==> config.mk <==
export PLATFORM = sky130hd
export DESIGN_NAME = fpsl_top
export DESIGN_NICKNAME = d
export VERILOG_FILES = /design/src/rtl/fpsl_flasher.v /design/src/rtl/fpsl_top.v
export VERILOG_INCLUDE_DIRS = /design/src /design/src/rtl
export SDC_FILE = /design/constraint.sdc
export NUM_CORES = 1
export LEC_CHECK = 0
export BUFFER_PORTS_ARGS = -buffer_cell sky130_fd_sc_hd__buf_2
export CAP_MARGIN = 20
export CORE_ASPECT_RATIO = 0.75
export CORE_UTILIZATION = 60
export DETAILED_ROUTE_END_ITERATION = 10
export HOLD_SLACK_MARGIN = 0.03
export PLACE_DENSITY = 0.8
export SLEW_MARGIN = 10
export SYNTH_ARGS = -nofsm -noshare
export SYNTH_HDL_FRONTEND = slang
export SYNTH_SLANG_ARGS = --single-unit
==> constraint.sdc <==
create_clock -name clk_i -period 9.4 [get_ports clk_i]
set_clock_uncertainty 0.1 [all_clocks]
set_input_delay 1.88 -clock clk_i [delete_from_list [all_inputs] [get_ports clk_i]]
set_output_delay 1.88 -clock clk_i [all_outputs]
set_load 0.02 [all_outputs]
==> src/rtl/fpsl_regs.vh <==
`ifndef FPSL_REGS_VH
`define FPSL_REGS_VH

// Register port geometry
`define FPSL_ADDR_W 4
`define FPSL_DATA_W 32

// Register byte offsets
`define FPSL_OFS_CTRL 4'h0
`define FPSL_OFS_STATUS 4'h4
`define FPSL_OFS_COND 4'h8

// Control register fields
`define FPSL_CTRL_W 2
`define FPSL_CTRL_TEST 0
`define FPSL_CTRL_BLANK 1
`define FPSL_CTRL_RST 2'h0

// Status register field positions
`define FPSL_ST_CODE_LO 16
`define FPSL_ST_STATE_LO 20

// Lamp vector bit positions
`define FPSL_LAMP_N 13
`define FPSL_L_ACTIVE 0
`define FPSL_L_READY 1
`define FPSL_L_FAULT 2
`define FPSL_L_RUN 3
`define FPSL_L_COLL 4
`define FPSL_L_LINK 5
`define FPSL_L_TX 6
`define FPSL_L_RX 7
`define FPSL_L_BOOT 8
`define FPSL_L_LOW 9
`define FPSL_L_HIGH 10
`define FPSL_L_FDX 11
`define FPSL_L_CRASH 12
`define FPSL_LAMPS_OFF 13'h0000
`define FPSL_LAMPS_ON 13'h1FFF

// Condition vector width
`define FPSL_COND_N 17

// Run lamp diagnostic codes, value equals flash count
`define FPSL_CODE_W 4
`define FPSL_CODE_NONE 4'h0
`define FPSL_CODE_NO_LINK 4'h3
`define FPSL_CODE_DUP_ADDR 4'h4
`define FPSL_CODE_NO_ADDR 4'h5
`define FPSL_CODE_DEF_ADDR 4'h6
`define FPSL_CODE_NO_EXEC 4'h7
`define FPSL_CODE_BAD_CFG 4'h8
`define FPSL_CODE_STEP 4'h1

// Timing, clock rate in Hz and phase lengths in ms
`define FPSL_CNT_W 32
`define FPSL_ONE 32'h0000_0001
`define FPSL_CNT_ZERO 32'h0000_0000
`define FPSL_CLK_HZ 32'h05F5_E100
`define FPSL_MS_PER_S 32'h0000_03E8
`define FPSL_RUN_FLASH_MS 32'h0000_00C8
`define FPSL_RUN_PAUSE_MS 32'h0000_05DC
`define FPSL_ACT_FLASH_MS 32'h0000_0032
`define FPSL_DL_FLASH_MS 32'h0000_00FA

`endif

==> src/rtl/fpsl_flasher.v <==
`timescale 1ns/100ps
`include "fpsl_regs.vh"

// Turns a trigger into one visible on/off flash.
// A held trigger repeats the flash, so it also serves as a blinker.
module fpsl_flasher #(
    parameter [31:0] HALF_CYC = `FPSL_ONE
) (
    // Clock and reset
    input wire clk_i,
    input wire sys_rst_i,
    // Event or level to show
    input wire trig_i,
    // Lamp drive
    output wire lamp_o
);

    // Busy for one on phase plus one off phase
    reg busy_ff;
    // High during the on phase
    reg lamp_ff;
    // Phase timer
    reg [`FPSL_CNT_W-1:0] tmr_ff;

    // Flash timer; events during a flash are merged into it,
    // the off phase guarantees a dark gap between flashes
    always @(posedge clk_i or posedge sys_rst_i) begin
        if (sys_rst_i) begin
            busy_ff <= 1'b0;
            lamp_ff <= 1'b0;
            tmr_ff <= `FPSL_CNT_ZERO;
        end else if (!busy_ff) begin
            // Idle: start on a trigger
            if (trig_i) begin
                busy_ff <= 1'b1;
                lamp_ff <= 1'b1;
                tmr_ff <= `FPSL_CNT_ZERO;
            end
        end else if (tmr_ff == HALF_CYC - `FPSL_ONE) begin
            // End of a phase
            tmr_ff <= `FPSL_CNT_ZERO;
            if (lamp_ff) begin
                lamp_ff <= 1'b0;
            end else begin
                busy_ff <= 1'b0;
            end
        end else begin
            // Phase running
            tmr_ff <= tmr_ff + `FPSL_ONE;
        end
    end

    assign lamp_o = lamp_ff;

endmodule // fpsl_flasher

==> src/rtl/fpsl_top.v <==
`timescale 1ns/100ps
`include "fpsl_regs.vh"

// Behaviour
// - Active lamp on once backplane configured
// - Ready lamp on while module healthy
// - Fault lamp: crash, duplicate, no link, address request
// - Collision lamp flashes on collisions
// - Link lamp follows link active
// - Transmit lamp flashes on sent frames
// - Receive lamp flashes on received frames
// - Boot lamp steady, flashing in download
// - Low speed lamp only at 10M
// - High speed lamp only at 100M
// - Duplex lamp on in full duplex
// - Crash lamp on while log entry stored
// - Run lamp steady in normal operation
// - Three flashes: no link; one, two unused
// - Four flashes: duplicate address
// - Five flashes: requesting an address
// - Six flashes: default address in use
// - Seven flashes: no executive image
// - Eight flashes: invalid network configuration
module fpsl_top #(
    // Run lamp flash phase, on and off each
    parameter [31:0] RUN_FLASH_CYC = `FPSL_CLK_HZ / `FPSL_MS_PER_S * `FPSL_RUN_FLASH_MS,
    // Dark pause between flash groups
    parameter [31:0] RUN_PAUSE_CYC = `FPSL_CLK_HZ / `FPSL_MS_PER_S * `FPSL_RUN_PAUSE_MS,
    // Activity flash phase
    parameter [31:0] ACT_FLASH_CYC = `FPSL_CLK_HZ / `FPSL_MS_PER_S * `FPSL_ACT_FLASH_MS,
    // Download blink phase
    parameter [31:0] DL_FLASH_CYC = `FPSL_CLK_HZ / `FPSL_MS_PER_S * `FPSL_DL_FLASH_MS
) (
    // Clock and reset
    input wire clk_i,
    input wire sys_rst_i,
    // Register port
    input wire [`FPSL_ADDR_W-1:0] reg_addr_i,
    input wire [`FPSL_DATA_W-1:0] reg_wdata_i,
    input wire reg_wr_i,
    input wire reg_rd_i,
    output wire [`FPSL_DATA_W-1:0] reg_rdata_o,
    // Module state conditions, levels
    input wire bp_config_done_i,
    input wire healthy_i,
    input wire crash_reset_i,
    input wire dup_addr_i,
    input wire link_up_i,
    input wire addr_request_i,
    input wire boot_mode_i,
    input wire download_mode_i,
    input wire speed_100_i,
    input wire full_duplex_i,
    input wire crash_log_present_i,
    input wire no_exec_image_i,
    input wire default_addr_i,
    input wire net_cfg_invalid_i,
    // Medium events, one-cycle pulses
    input wire collision_i,
    input wire tx_frame_i,
    input wire rx_frame_i,
    // Lamp drives, high lights the lamp
    output wire active_lamp_o,
    output wire ready_lamp_o,
    output wire fault_lamp_o,
    output wire run_lamp_o,
    output wire collision_lamp_o,
    output wire link_lamp_o,
    output wire transmit_activity_lamp_o,
    output wire receive_activity_lamp_o,
    output wire boot_mode_lamp_o,
    output wire low_speed_lamp_o,
    output wire high_speed_lamp_o,
    output wire full_duplex_lamp_o,
    output wire crash_record_lamp_o
);

    // Run sequencer states
    localparam [1:0] RS_STEADY = 2'h0;
    localparam [1:0] RS_ON = 2'h1;
    localparam [1:0] RS_OFF = 2'h2;
    localparam [1:0] RS_PAUSE = 2'h3;

    // Control bits: lamp test and blanking
    reg [`FPSL_CTRL_W-1:0] ctrl_ff;
    // Read data, valid one cycle after the strobe
    reg [`FPSL_DATA_W-1:0] rdata_ff;
    reg [`FPSL_DATA_W-1:0] nxt_rdata;
    // Registered lamp drives
    reg [`FPSL_LAMP_N-1:0] lamps_ff;
    reg [`FPSL_LAMP_N-1:0] nxt_lamps;
    reg [`FPSL_LAMP_N-1:0] lamp_raw;
    // Run sequencer
    reg [1:0] rs_state_ff;
    reg [1:0] nxt_rs_state;
    reg [`FPSL_CODE_W-1:0] code_ff;
    reg [`FPSL_CODE_W-1:0] nxt_code;
    reg [`FPSL_CODE_W-1:0] left_ff;
    reg [`FPSL_CODE_W-1:0] nxt_left;
    reg [`FPSL_CNT_W-1:0] tmr_ff;
    reg [`FPSL_CNT_W-1:0] nxt_tmr;
    reg run_ff;
    reg nxt_run;
    // Most urgent pending code
    reg [`FPSL_CODE_W-1:0] want_code;
    // Flasher outputs
    wire coll_flash;
    wire tx_flash;
    wire rx_flash;
    wire dl_flash;
    // Raw conditions for readback
    wire [`FPSL_COND_N-1:0] cond_vec;

    // Collision flasher
    // collision lamp flash
    fpsl_flasher #(
        .HALF_CYC(ACT_FLASH_CYC)
    ) u_coll (
        .clk_i(clk_i),
        .sys_rst_i(sys_rst_i),
        .trig_i(collision_i),
        .lamp_o(coll_flash)
    );

    // Transmit flasher
    // transmit activity flash
    fpsl_flasher #(
        .HALF_CYC(ACT_FLASH_CYC)
    ) u_tx (
        .clk_i(clk_i),
        .sys_rst_i(sys_rst_i),
        .trig_i(tx_frame_i),
        .lamp_o(tx_flash)
    );

    // Receive flasher
    // receive activity flash
    fpsl_flasher #(
        .HALF_CYC(ACT_FLASH_CYC)
    ) u_rx (
        .clk_i(clk_i),
        .sys_rst_i(sys_rst_i),
        .trig_i(rx_frame_i),
        .lamp_o(rx_flash)
    );

    // Download blinker; a held level keeps it repeating
    fpsl_flasher #(
        .HALF_CYC(DL_FLASH_CYC)
    ) u_dl (
        .clk_i(clk_i),
        .sys_rst_i(sys_rst_i),
        .trig_i(download_mode_i),
        .lamp_o(dl_flash)
    );

    // Code priority, highest flash count first
    always @* begin
        if (net_cfg_invalid_i) begin
            want_code = `FPSL_CODE_BAD_CFG;
        end else if (no_exec_image_i) begin
            want_code = `FPSL_CODE_NO_EXEC;
        end else if (default_addr_i) begin
            want_code = `FPSL_CODE_DEF_ADDR;
        end else if (addr_request_i) begin
            want_code = `FPSL_CODE_NO_ADDR;
        end else if (dup_addr_i) begin
            want_code = `FPSL_CODE_DUP_ADDR;
        end else if (!link_up_i) begin
            want_code = `FPSL_CODE_NO_LINK;
        end else begin
            // Codes one and two are never produced
            want_code = `FPSL_CODE_NONE;
        end
    end

    // Run sequencer next state
    always @* begin
        nxt_rs_state = rs_state_ff;
        nxt_code = code_ff;
        nxt_left = left_ff;
        nxt_tmr = tmr_ff + `FPSL_ONE;
        nxt_run = run_ff;
        case (rs_state_ff)
            RS_STEADY: begin
                nxt_run = 1'b1;
                nxt_tmr = `FPSL_CNT_ZERO;
                // A dark pause first, so the first flash is visible
                if (want_code != `FPSL_CODE_NONE) begin
                    nxt_rs_state = RS_PAUSE;
                    nxt_run = 1'b0;
                end
            end
            RS_ON: begin
                if (tmr_ff == RUN_FLASH_CYC - `FPSL_ONE) begin
                    nxt_rs_state = RS_OFF;
                    nxt_run = 1'b0;
                    nxt_tmr = `FPSL_CNT_ZERO;
                    nxt_left = left_ff - `FPSL_CODE_STEP;
                end
            end
            RS_OFF: begin
                if (tmr_ff == RUN_FLASH_CYC - `FPSL_ONE) begin
                    nxt_tmr = `FPSL_CNT_ZERO;
                    if (left_ff != `FPSL_CODE_NONE) begin
                        nxt_rs_state = RS_ON;
                        nxt_run = 1'b1;
                    end else begin
                        nxt_rs_state = RS_PAUSE;
                    end
                end
            end
            RS_PAUSE: begin
                if (tmr_ff == RUN_PAUSE_CYC - `FPSL_ONE) begin
                    nxt_tmr = `FPSL_CNT_ZERO;
                    nxt_code = want_code;
                    nxt_left = want_code;
                    if (want_code != `FPSL_CODE_NONE) begin
                        nxt_rs_state = RS_ON;
                    end else begin
                        nxt_rs_state = RS_STEADY;
                    end
                    nxt_run = 1'b1;
                end
            end
            default: begin
                // Unreachable encodings fall back to steady
                nxt_rs_state = RS_STEADY;
                nxt_code = `FPSL_CODE_NONE;
                nxt_run = 1'b1;
                nxt_tmr = `FPSL_CNT_ZERO;
            end
        endcase
    end

    // Run sequencer registers; lamp dark during reset
    always @(posedge clk_i or posedge sys_rst_i) begin
        if (sys_rst_i) begin
            rs_state_ff <= RS_STEADY;
            code_ff <= `FPSL_CODE_NONE;
            left_ff <= `FPSL_CODE_NONE;
            tmr_ff <= `FPSL_CNT_ZERO;
            run_ff <= 1'b0;
        end else begin
            rs_state_ff <= nxt_rs_state;
            code_ff <= nxt_code;
            left_ff <= nxt_left;
            tmr_ff <= nxt_tmr;
            run_ff <= nxt_run;
        end
    end

    // Lamp functions before test and blanking
    always @* begin
        lamp_raw = `FPSL_LAMPS_OFF;
        lamp_raw[`FPSL_L_ACTIVE] = bp_config_done_i;
        lamp_raw[`FPSL_L_READY] = healthy_i;
        lamp_raw[`FPSL_L_FAULT] = crash_reset_i | dup_addr_i | ~link_up_i | addr_request_i;
        lamp_raw[`FPSL_L_RUN] = run_ff;
        lamp_raw[`FPSL_L_COLL] = coll_flash;
        lamp_raw[`FPSL_L_LINK] = link_up_i;
        lamp_raw[`FPSL_L_TX] = tx_flash;
        lamp_raw[`FPSL_L_RX] = rx_flash;
        lamp_raw[`FPSL_L_BOOT] = download_mode_i ? dl_flash : boot_mode_i;
        // only with a link at low speed
        lamp_raw[`FPSL_L_LOW] = link_up_i & ~speed_100_i;
        // only with a link at high speed
        lamp_raw[`FPSL_L_HIGH] = link_up_i & speed_100_i;
        lamp_raw[`FPSL_L_FDX] = full_duplex_i;
        lamp_raw[`FPSL_L_CRASH] = crash_log_present_i;
    end

    // Lamp test overrides blanking so a dark panel can be checked
    always @* begin
        if (ctrl_ff[`FPSL_CTRL_TEST]) begin
            nxt_lamps = `FPSL_LAMPS_ON;
        end else if (ctrl_ff[`FPSL_CTRL_BLANK]) begin
            nxt_lamps = `FPSL_LAMPS_OFF;
        end else begin
            nxt_lamps = lamp_raw;
        end
    end

    // Lamp drive registers
    always @(posedge clk_i or posedge sys_rst_i) begin
        if (sys_rst_i) begin
            lamps_ff <= `FPSL_LAMPS_OFF;
        end else begin
            lamps_ff <= nxt_lamps;
        end
    end

    // Condition snapshot for software
    assign cond_vec = {net_cfg_invalid_i, default_addr_i, no_exec_image_i,
        crash_log_present_i, full_duplex_i, speed_100_i, download_mode_i,
        boot_mode_i, rx_frame_i, tx_frame_i, collision_i, addr_request_i,
        link_up_i, dup_addr_i, crash_reset_i, healthy_i, bp_config_done_i};

    // Control register write; other offsets ignore writes
    always @(posedge clk_i or posedge sys_rst_i) begin
        if (sys_rst_i) begin
            ctrl_ff <= `FPSL_CTRL_RST;
        end else if (reg_wr_i && reg_addr_i == `FPSL_OFS_CTRL) begin
            ctrl_ff <= reg_wdata_i[`FPSL_CTRL_W-1:0];
        end
    end

    // Read mux; zero outside the read cycle and for unmapped offsets
    always @* begin
        nxt_rdata = {`FPSL_DATA_W{1'b0}};
        if (reg_rd_i) begin
            case (reg_addr_i)
                `FPSL_OFS_CTRL: begin
                    nxt_rdata[`FPSL_CTRL_W-1:0] = ctrl_ff;
                end
                `FPSL_OFS_STATUS: begin
                    // Shown lamps, active code and sequencer state
                    nxt_rdata[`FPSL_LAMP_N-1:0] = lamps_ff;
                    nxt_rdata[`FPSL_ST_CODE_LO +: `FPSL_CODE_W] = code_ff;
                    nxt_rdata[`FPSL_ST_STATE_LO +: 2] = rs_state_ff;
                end
                `FPSL_OFS_COND: begin
                    nxt_rdata[`FPSL_COND_N-1:0] = cond_vec;
                end
                default: begin
                    nxt_rdata = {`FPSL_DATA_W{1'b0}};
                end
            endcase
        end
    end

    // Read data register
    always @(posedge clk_i or posedge sys_rst_i) begin
        if (sys_rst_i) begin
            rdata_ff <= {`FPSL_DATA_W{1'b0}};
        end else begin
            rdata_ff <= nxt_rdata;
        end
    end

    // Outputs straight from registers
    assign reg_rdata_o = rdata_ff;
    assign active_lamp_o = lamps_ff[`FPSL_L_ACTIVE];
    assign ready_lamp_o = lamps_ff[`FPSL_L_READY];
    assign fault_lamp_o = lamps_ff[`FPSL_L_FAULT];
    assign run_lamp_o = lamps_ff[`FPSL_L_RUN];
    assign collision_lamp_o = lamps_ff[`FPSL_L_COLL];
    assign link_lamp_o = lamps_ff[`FPSL_L_LINK];
    assign transmit_activity_lamp_o = lamps_ff[`FPSL_L_TX];
    assign receive_activity_lamp_o = lamps_ff[`FPSL_L_RX];
    assign boot_mode_lamp_o = lamps_ff[`FPSL_L_BOOT];
    assign low_speed_lamp_o = lamps_ff[`FPSL_L_LOW];
    assign high_speed_lamp_o = lamps_ff[`FPSL_L_HIGH];
    assign full_duplex_lamp_o = lamps_ff[`FPSL_L_FDX];
    assign crash_record_lamp_o = lamps_ff[`FPSL_L_CRASH];

endmodule // fpsl_top

-- Word-level counts from Yosys, hierarchy flattened
Cells that the tools add are included.
- flip-flop bits (word level): 226
- logic and storage cells: 146
- input port bits: 57
- output and inout bits: 45
- add/subtract/negate cells: 6
- muxes and demuxes: 74
- eq/ne operators: 20
- reduce and logical (&&, ||, !) cells: 19
- bitwise gates (word level): 7
- operators by type and width (kind ; count):
    $mux W32 ; 14
    $add A32 B1 Y32 const B ; 5
    $eq A32 B23 Y1 const B ; 3
    $pmux W32 S3 ; 1
    $eq A32 B25 Y1 const B ; 2
    $mux W1 ; 35
    $eq A32 B28 Y1 const B ; 1
    $mux W13 ; 2
    $mux W22 ; 1
    $pmux W11 S2 ; 1
    $ne A2 B2 Y1 const B ; 9
    $mux W3 ; 5
    $mux W2 ; 6
    $mux W4 ; 3
    $reduce_and A2 Y1 ; 5
    $reduce_bool A2 Y1 ; 5
    $pmux W2 S4 ; 1
    $pmux W4 S2 ; 1
    $reduce_and A4 Y1 ; 2
    $reduce_bool A4 Y1 ; 2
    $pmux W2 S3 ; 1
    $mux W5 ; 1
    $eq A2 B2 Y1 const B ; 2
    $eq A4 B3 Y1 const B ; 1
    other kinds (13) ; 17

-- Longest topological paths before layout
- depth in word-level cells: 10
- depth in mapped cells: 8
- gate-level depth less buffers: 7

-- Hierarchy
From an unflattened synthesis, not the netlist that was laid out.
- cell total of the unflattened synthesis: 1281
- area, all modules: 11982.7 um^2
- by module, submodules not included (module ; times used ; sequential area each (um^2) ; cells each ; area an instance (um^2)):
    fpsl_flasher at u_coll ... ; 3 ; 850.8 ; 226 ; 2006.9
    fpsl_top ; 1 ; 2001.9 ; 358 ; 3854.9
    fpsl_flasher at u_dl ; 1 ; 850.8 ; 245 ; 2107.0

-- Worst setup path before layout
Ideal clock, no wire load.
- path type: input port to flip-flop
- start: in reg_addr_i[1]
- end: reg rdata_ff[10] (netlist: reg_rdata_o[10])
- stages on the path: 5
- library setup time: 0.066 ns
- buffers on the path: 1
- arrival: 3.103 ns
- path slack: 6.131 ns
- required time: 9.234 ns
- cell sequence: nor2_1 > nand2_1 > nor3b_1 > clkbuf_1 > a22o_1
- word-level cells in the longest chain between the ends: 3
- elaborated cells on any way between the ends: 4
- classes of those cells: 2 x eq/ne; 2 x mux
- ends and longest elaborated chain (element ; line ; source):
    start, declared ; fpsl_top.v:38 ; input wire [`FPSL_ADDR_W-1:0] reg_addr_i,
    $eq A4 B4 Y1 / $eq A4 B3 Y1 (equally long branches) ; fpsl_top.v:312 ; case (reg_addr_i)
    $pmux W11 S2 (*) ; fpsl_top.v:312 ;
    $mux W22 (*) ; fpsl_top.v:311 ; if (reg_rd_i) begin
    named net nxt_rdata[10] ; fpsl_top.v:88 ; reg [`FPSL_DATA_W-1:0] nxt_rdata;
    end signal, assigned ; fpsl_top.v:335 ; rdata_ff <= {`FPSL_DATA_W{1'b0}};
    end signal, assigned ; fpsl_top.v:337 ; rdata_ff <= nxt_rdata;
    end, declared ; fpsl_top.v:87 ; reg [`FPSL_DATA_W-1:0] rdata_ff;
Mark *: on every way through the listed nets, which the timed path passes. The rest lies on a longest branch.
A chain may end at the register's enable or synchronous reset.

==> impl_metrics.csv <==
group,metric,value,unit
timing,worstMarginPinSlew,1.09,ns
setup_path,crit_chain,"buf_2 > inv_8 > buf_4",
final_layout,final_cell_mix,"216 x dfrtp_1, 135 x o21ai_0, 132 x nand2_1",
pwr,powerDensity,196,mW/mm2
timing,rsz0062_at_grt,"false",
setup_path,ff2ff_setup_slack,6.48,ns
setup_path,r2r-end,"u_rx.tmr_ff[7]$_DFFE_PP0P_",
timing,hold_viol_final,0,
drt,ant_nets,0,
synthesis,syn_avg_cell_area,9.14,um2
drt,routedWlPerCell,17.2,um
final_layout,multi_input_area,0.00554,mm2
clock_tree,htree_levels,1,
final_layout,layout_commonest_cell,"dfrtp_1",
setup_path,crit_path_start_kind,"primary input",
run,drv_cap,0,
final_layout,final_util,0.679,
floorplanning,rows,43,
synthesis,synth_edf_count,0,
drt,drtPass1Iterations,5,
clock_tree,clk_pin_slew,0.06,ns
pwr,power,2.47,mW
timing,fin_crit_sh,0.347,
timing,fmax,0.307,GHz
timing,tns,0,ns
global_routing,grt_use_met1,0.407,
setup_path,worst-path-buf-inv,3,
place,dp.cells,1511,
global_routing,grtUsageMet2,0.429,
timing,period_needed,3.26,ns
pwr,ir_worst_vdd,166,uV
final_layout,drive_above_1_share,0.115,
synthesis,ys_ff_latch,216,
clock_tree,numCtsBuffers,22,
final_layout,num_antenna_cells,0,
timing,finalSetupViolations,0,
floorplanning,io_pins,102,
synthesis,synthFlopType,"dfrtp_1",
place,pre_cts_ws,5.50,ns
timing,fin_ws,6.14,ns
global_routing,antenna_found_initial,0,
drt,drt_iter0_drc,893,
setup_path,cp.depth,3,
synthesis,netlist_area,0.0114,mm2
clock_tree,ctsHoldBuffers,0,
drt,viasPerCell,6.33,
setup_path,slowest_stage,"buf_4",
setup_path,cp_slowest_stage_delay,0.89,ns
setup_path,arrival,3.65,ns
timing,maxSlewHeadroom,0.267,
clock_tree,cts_tree,"yes",
setup_path,end_kind,"async pin",
final_layout,regArea,0.00541,mm2
global_routing,grt_pass1_vias,8857,
clock_tree,root_buffer,"clkbuf_16",
setup_path,crit_family,"buffers and inverters",
floorplanning,initial_utilization,0.614,
setup_path,reg2reg_depth,7,
global_routing,top_usage_layer,"met2",
min_path,hold_end,"reg_rdata_o[19]$_DFF_PP0_",
clock_tree,clk_latency,0.53,ns
clock_tree,clock_path_buffers,3,
floorplanning,core,0.0185,mm2
clock_tree,cts_resized,0,
final_layout,syn2layout_area_growth,10.6,%
place,io_buffers,61,
clock_tree,cts_sinks,216,
setup_path,critPathRequiredTime,9.79,ns
setup_path,cp_max_fo,139,
min_path,hold_path_class,"register to register",
setup_path,r2r-start,"u_rx.tmr_ff[0]$_DFFE_PP0P_",
place,dp_hpwl,17500,um
floorplanning,dieHeight,121,um
synthesis,yosys_warnings,0,
place,place_congestion,0.845,
drt,num_vias,9821,
drt,wl,26700,um
drt,drc,0,
synthesis,synth.distinct_cells,73,
setup_path,path_class,"primary input to async pin",
synthesis,syn-instance-count,1244,
clock_tree,post_cts.repair.setup_buffers,0,
min_path,hp-start,"code_ff[3]$_DFFE_PP0P_",
floorplanning,die_area,0.0195,mm2
global_routing,grtUsageTotal,0.276,
timing,report.final.slew_viol_count,0,
global_routing,grt_pass1_wl,44200,um
synthesis,async_reset_ff_frac,1.00,
global_routing,grt_max_degree,140,
final_layout,fin_nets,1357,
status,status,"complete, no violations",
final_layout,stdcell_count,1551,
pwr,p_leak,5.50,nW
global_routing,use_met3,0.0420,
global_routing,grt_overflow,0,
final_layout,fillers,1449,
synthesis,seq_area_frac_synth,0.475,
min_path,whs_path_depth,1,
floorplanning,die_w,161,um
worst register-to-register path: stages, from the launching register on:
cell and delay [ns]:
dfrtp_1 0.39, ha_1 0.20, nand3_1 0.17, or3_1 0.46, o31ai_2 0.95, o21ai_0 0.27, nand2_1 0.14, o31ai_1 0.08
cell type report:
type | instances | area share
well taps | 247 | 0.0246
inverters | 41 | 0.0128
clock inverters | 11 | 0.0116
repair buffers | 70 | 0.0297
flip-flops and latches | 216 | 0.430
clock buffers | 29 | 0.0506
multi-input cells | 937 | 0.441
kinds of logic after synthesis:
kind of cell | count (synthesis) | share of synthesized area
and+or+nand+nor | 549 | 0.259
AOI/OAI and AO/OA | 308 | 0.165
DFF | 216 | 0.475
buffers and inverters | 100 | 0.0406
xor gates and xnor gates | 46 | 0.0354
adders and majority gates | 12 | 0.0132
muxes | 12 | 0.0112
other | 1 | 0.000330
worst max path at each step:
stage	from	to	slack (ns)
final	sys_rst_i	u_rx.tmr_ff[12]$_DFFE_PP0P_	6.14
after detailed placement	sys_rst_i	u_rx.tmr_ff[14]$_DFFE_PP0P_	5.50
after CTS	sys_rst_i	u_rx.tmr_ff[12]$_DFFE_PP0P_	6.03
after floorplan	sys_rst_i	code_ff[0]$_DFFE_PP0P_	1.51
after global routing	sys_rst_i	u_rx.tmr_ff[14]$_DFFE_PP0P_	5.78
after global placement	sys_rst_i	u_rx.tmr_ff[12]$_DFFE_PP0P_	5.52
synth_stat cells (3+ instances only):
| master | n | share of area |
|---|---|---|
| nor2b_1 | 3 | 0.0017 |
| or3_1 | 9 | 0.0050 |
| and3_1 | 21 | 0.012 |
| nand4b_1 | 3 | 0.0023 |
| xnor2_1 | 22 | 0.017 |
| or4_1 | 7 | 0.0046 |
| nor3_1 | 27 | 0.012 |
| nand3_1 | 70 | 0.031 |
| ha_1 | 12 | 0.013 |
| nor4b_1 | 13 | 0.010 |
| nor4bb_1 | 3 | 0.0026 |
| a21o_1 | 9 | 0.0059 |
| nor4_2 | 3 | 0.0033 |
| o22ai_1 | 7 | 0.0039 |
| o21ai_1 | 10 | 0.0044 |
| mux2_2 | 6 | 0.0059 |
| xor2_1 | 24 | 0.018 |
| nor2_1 | 123 | 0.041 |
| buf_4 | 12 | 0.0079 |
| inv_1 | 40 | 0.013 |
| o31ai_1 | 6 | 0.0040 |
| o21ai_0 | 135 | 0.059 |
| nand2_1 | 132 | 0.044 |
| nor4_4 | 5 | 0.0094 |
| or2_2 | 8 | 0.0044 |
| dfrtp_1 | 216 | 0.48 |
| or4b_1 | 4 | 0.0035 |
| and2_1 | 20 | 0.011 |
| a22o_1 | 17 | 0.013 |
| mux2i_1 | 6 | 0.0053 |
| buf_2 | 13 | 0.0057 |
| clkbuf_1 | 29 | 0.0096 |
| a21oi_1 | 35 | 0.015 |
| nand2b_1 | 3 | 0.0017 |
| and4_1 | 12 | 0.0092 |
| buf_6 | 3 | 0.0030 |
| o211ai_1 | 5 | 0.0033 |
| nor4_1 | 18 | 0.0099 |
| a31oi_1 | 62 | 0.034 |
| nand4_1 | 52 | 0.029 |
flip-flops by register name (all words and copies together), names as in the netlist, 2 cells and up:
register	flops
ctrl_ff	2
left_ff	4
u_dl.tmr_ff	32
code_ff	4
rs_state_ff	2
u_coll.tmr_ff	32
u_rx.tmr_ff	32
reg_rdata_o	22
lamps_ff	13
tmr_ff	32
u_tx.tmr_ff	32
power by group:
group	switching, mW	internal, mW
logic	0.177	0.122
clock network	0.379	0.561
registers	0.171	1.06
layer usage:
layer	up-vias	share of wire
met5	-	0
met4	0	0.019
met3	43	0.064
met2	355	0.45
met1	4817	0.46
li1	4606	-
metrics by stage:
stage               area [um2]  hold WS [ns]
floorplan                11400         0.342
global placement         11800         0.364
detailed placement       11800         0.364
CTS                      12600         0.390
global route             12600         0.412
finish                   12600         0.384
(Power assumes the default switching activity.)
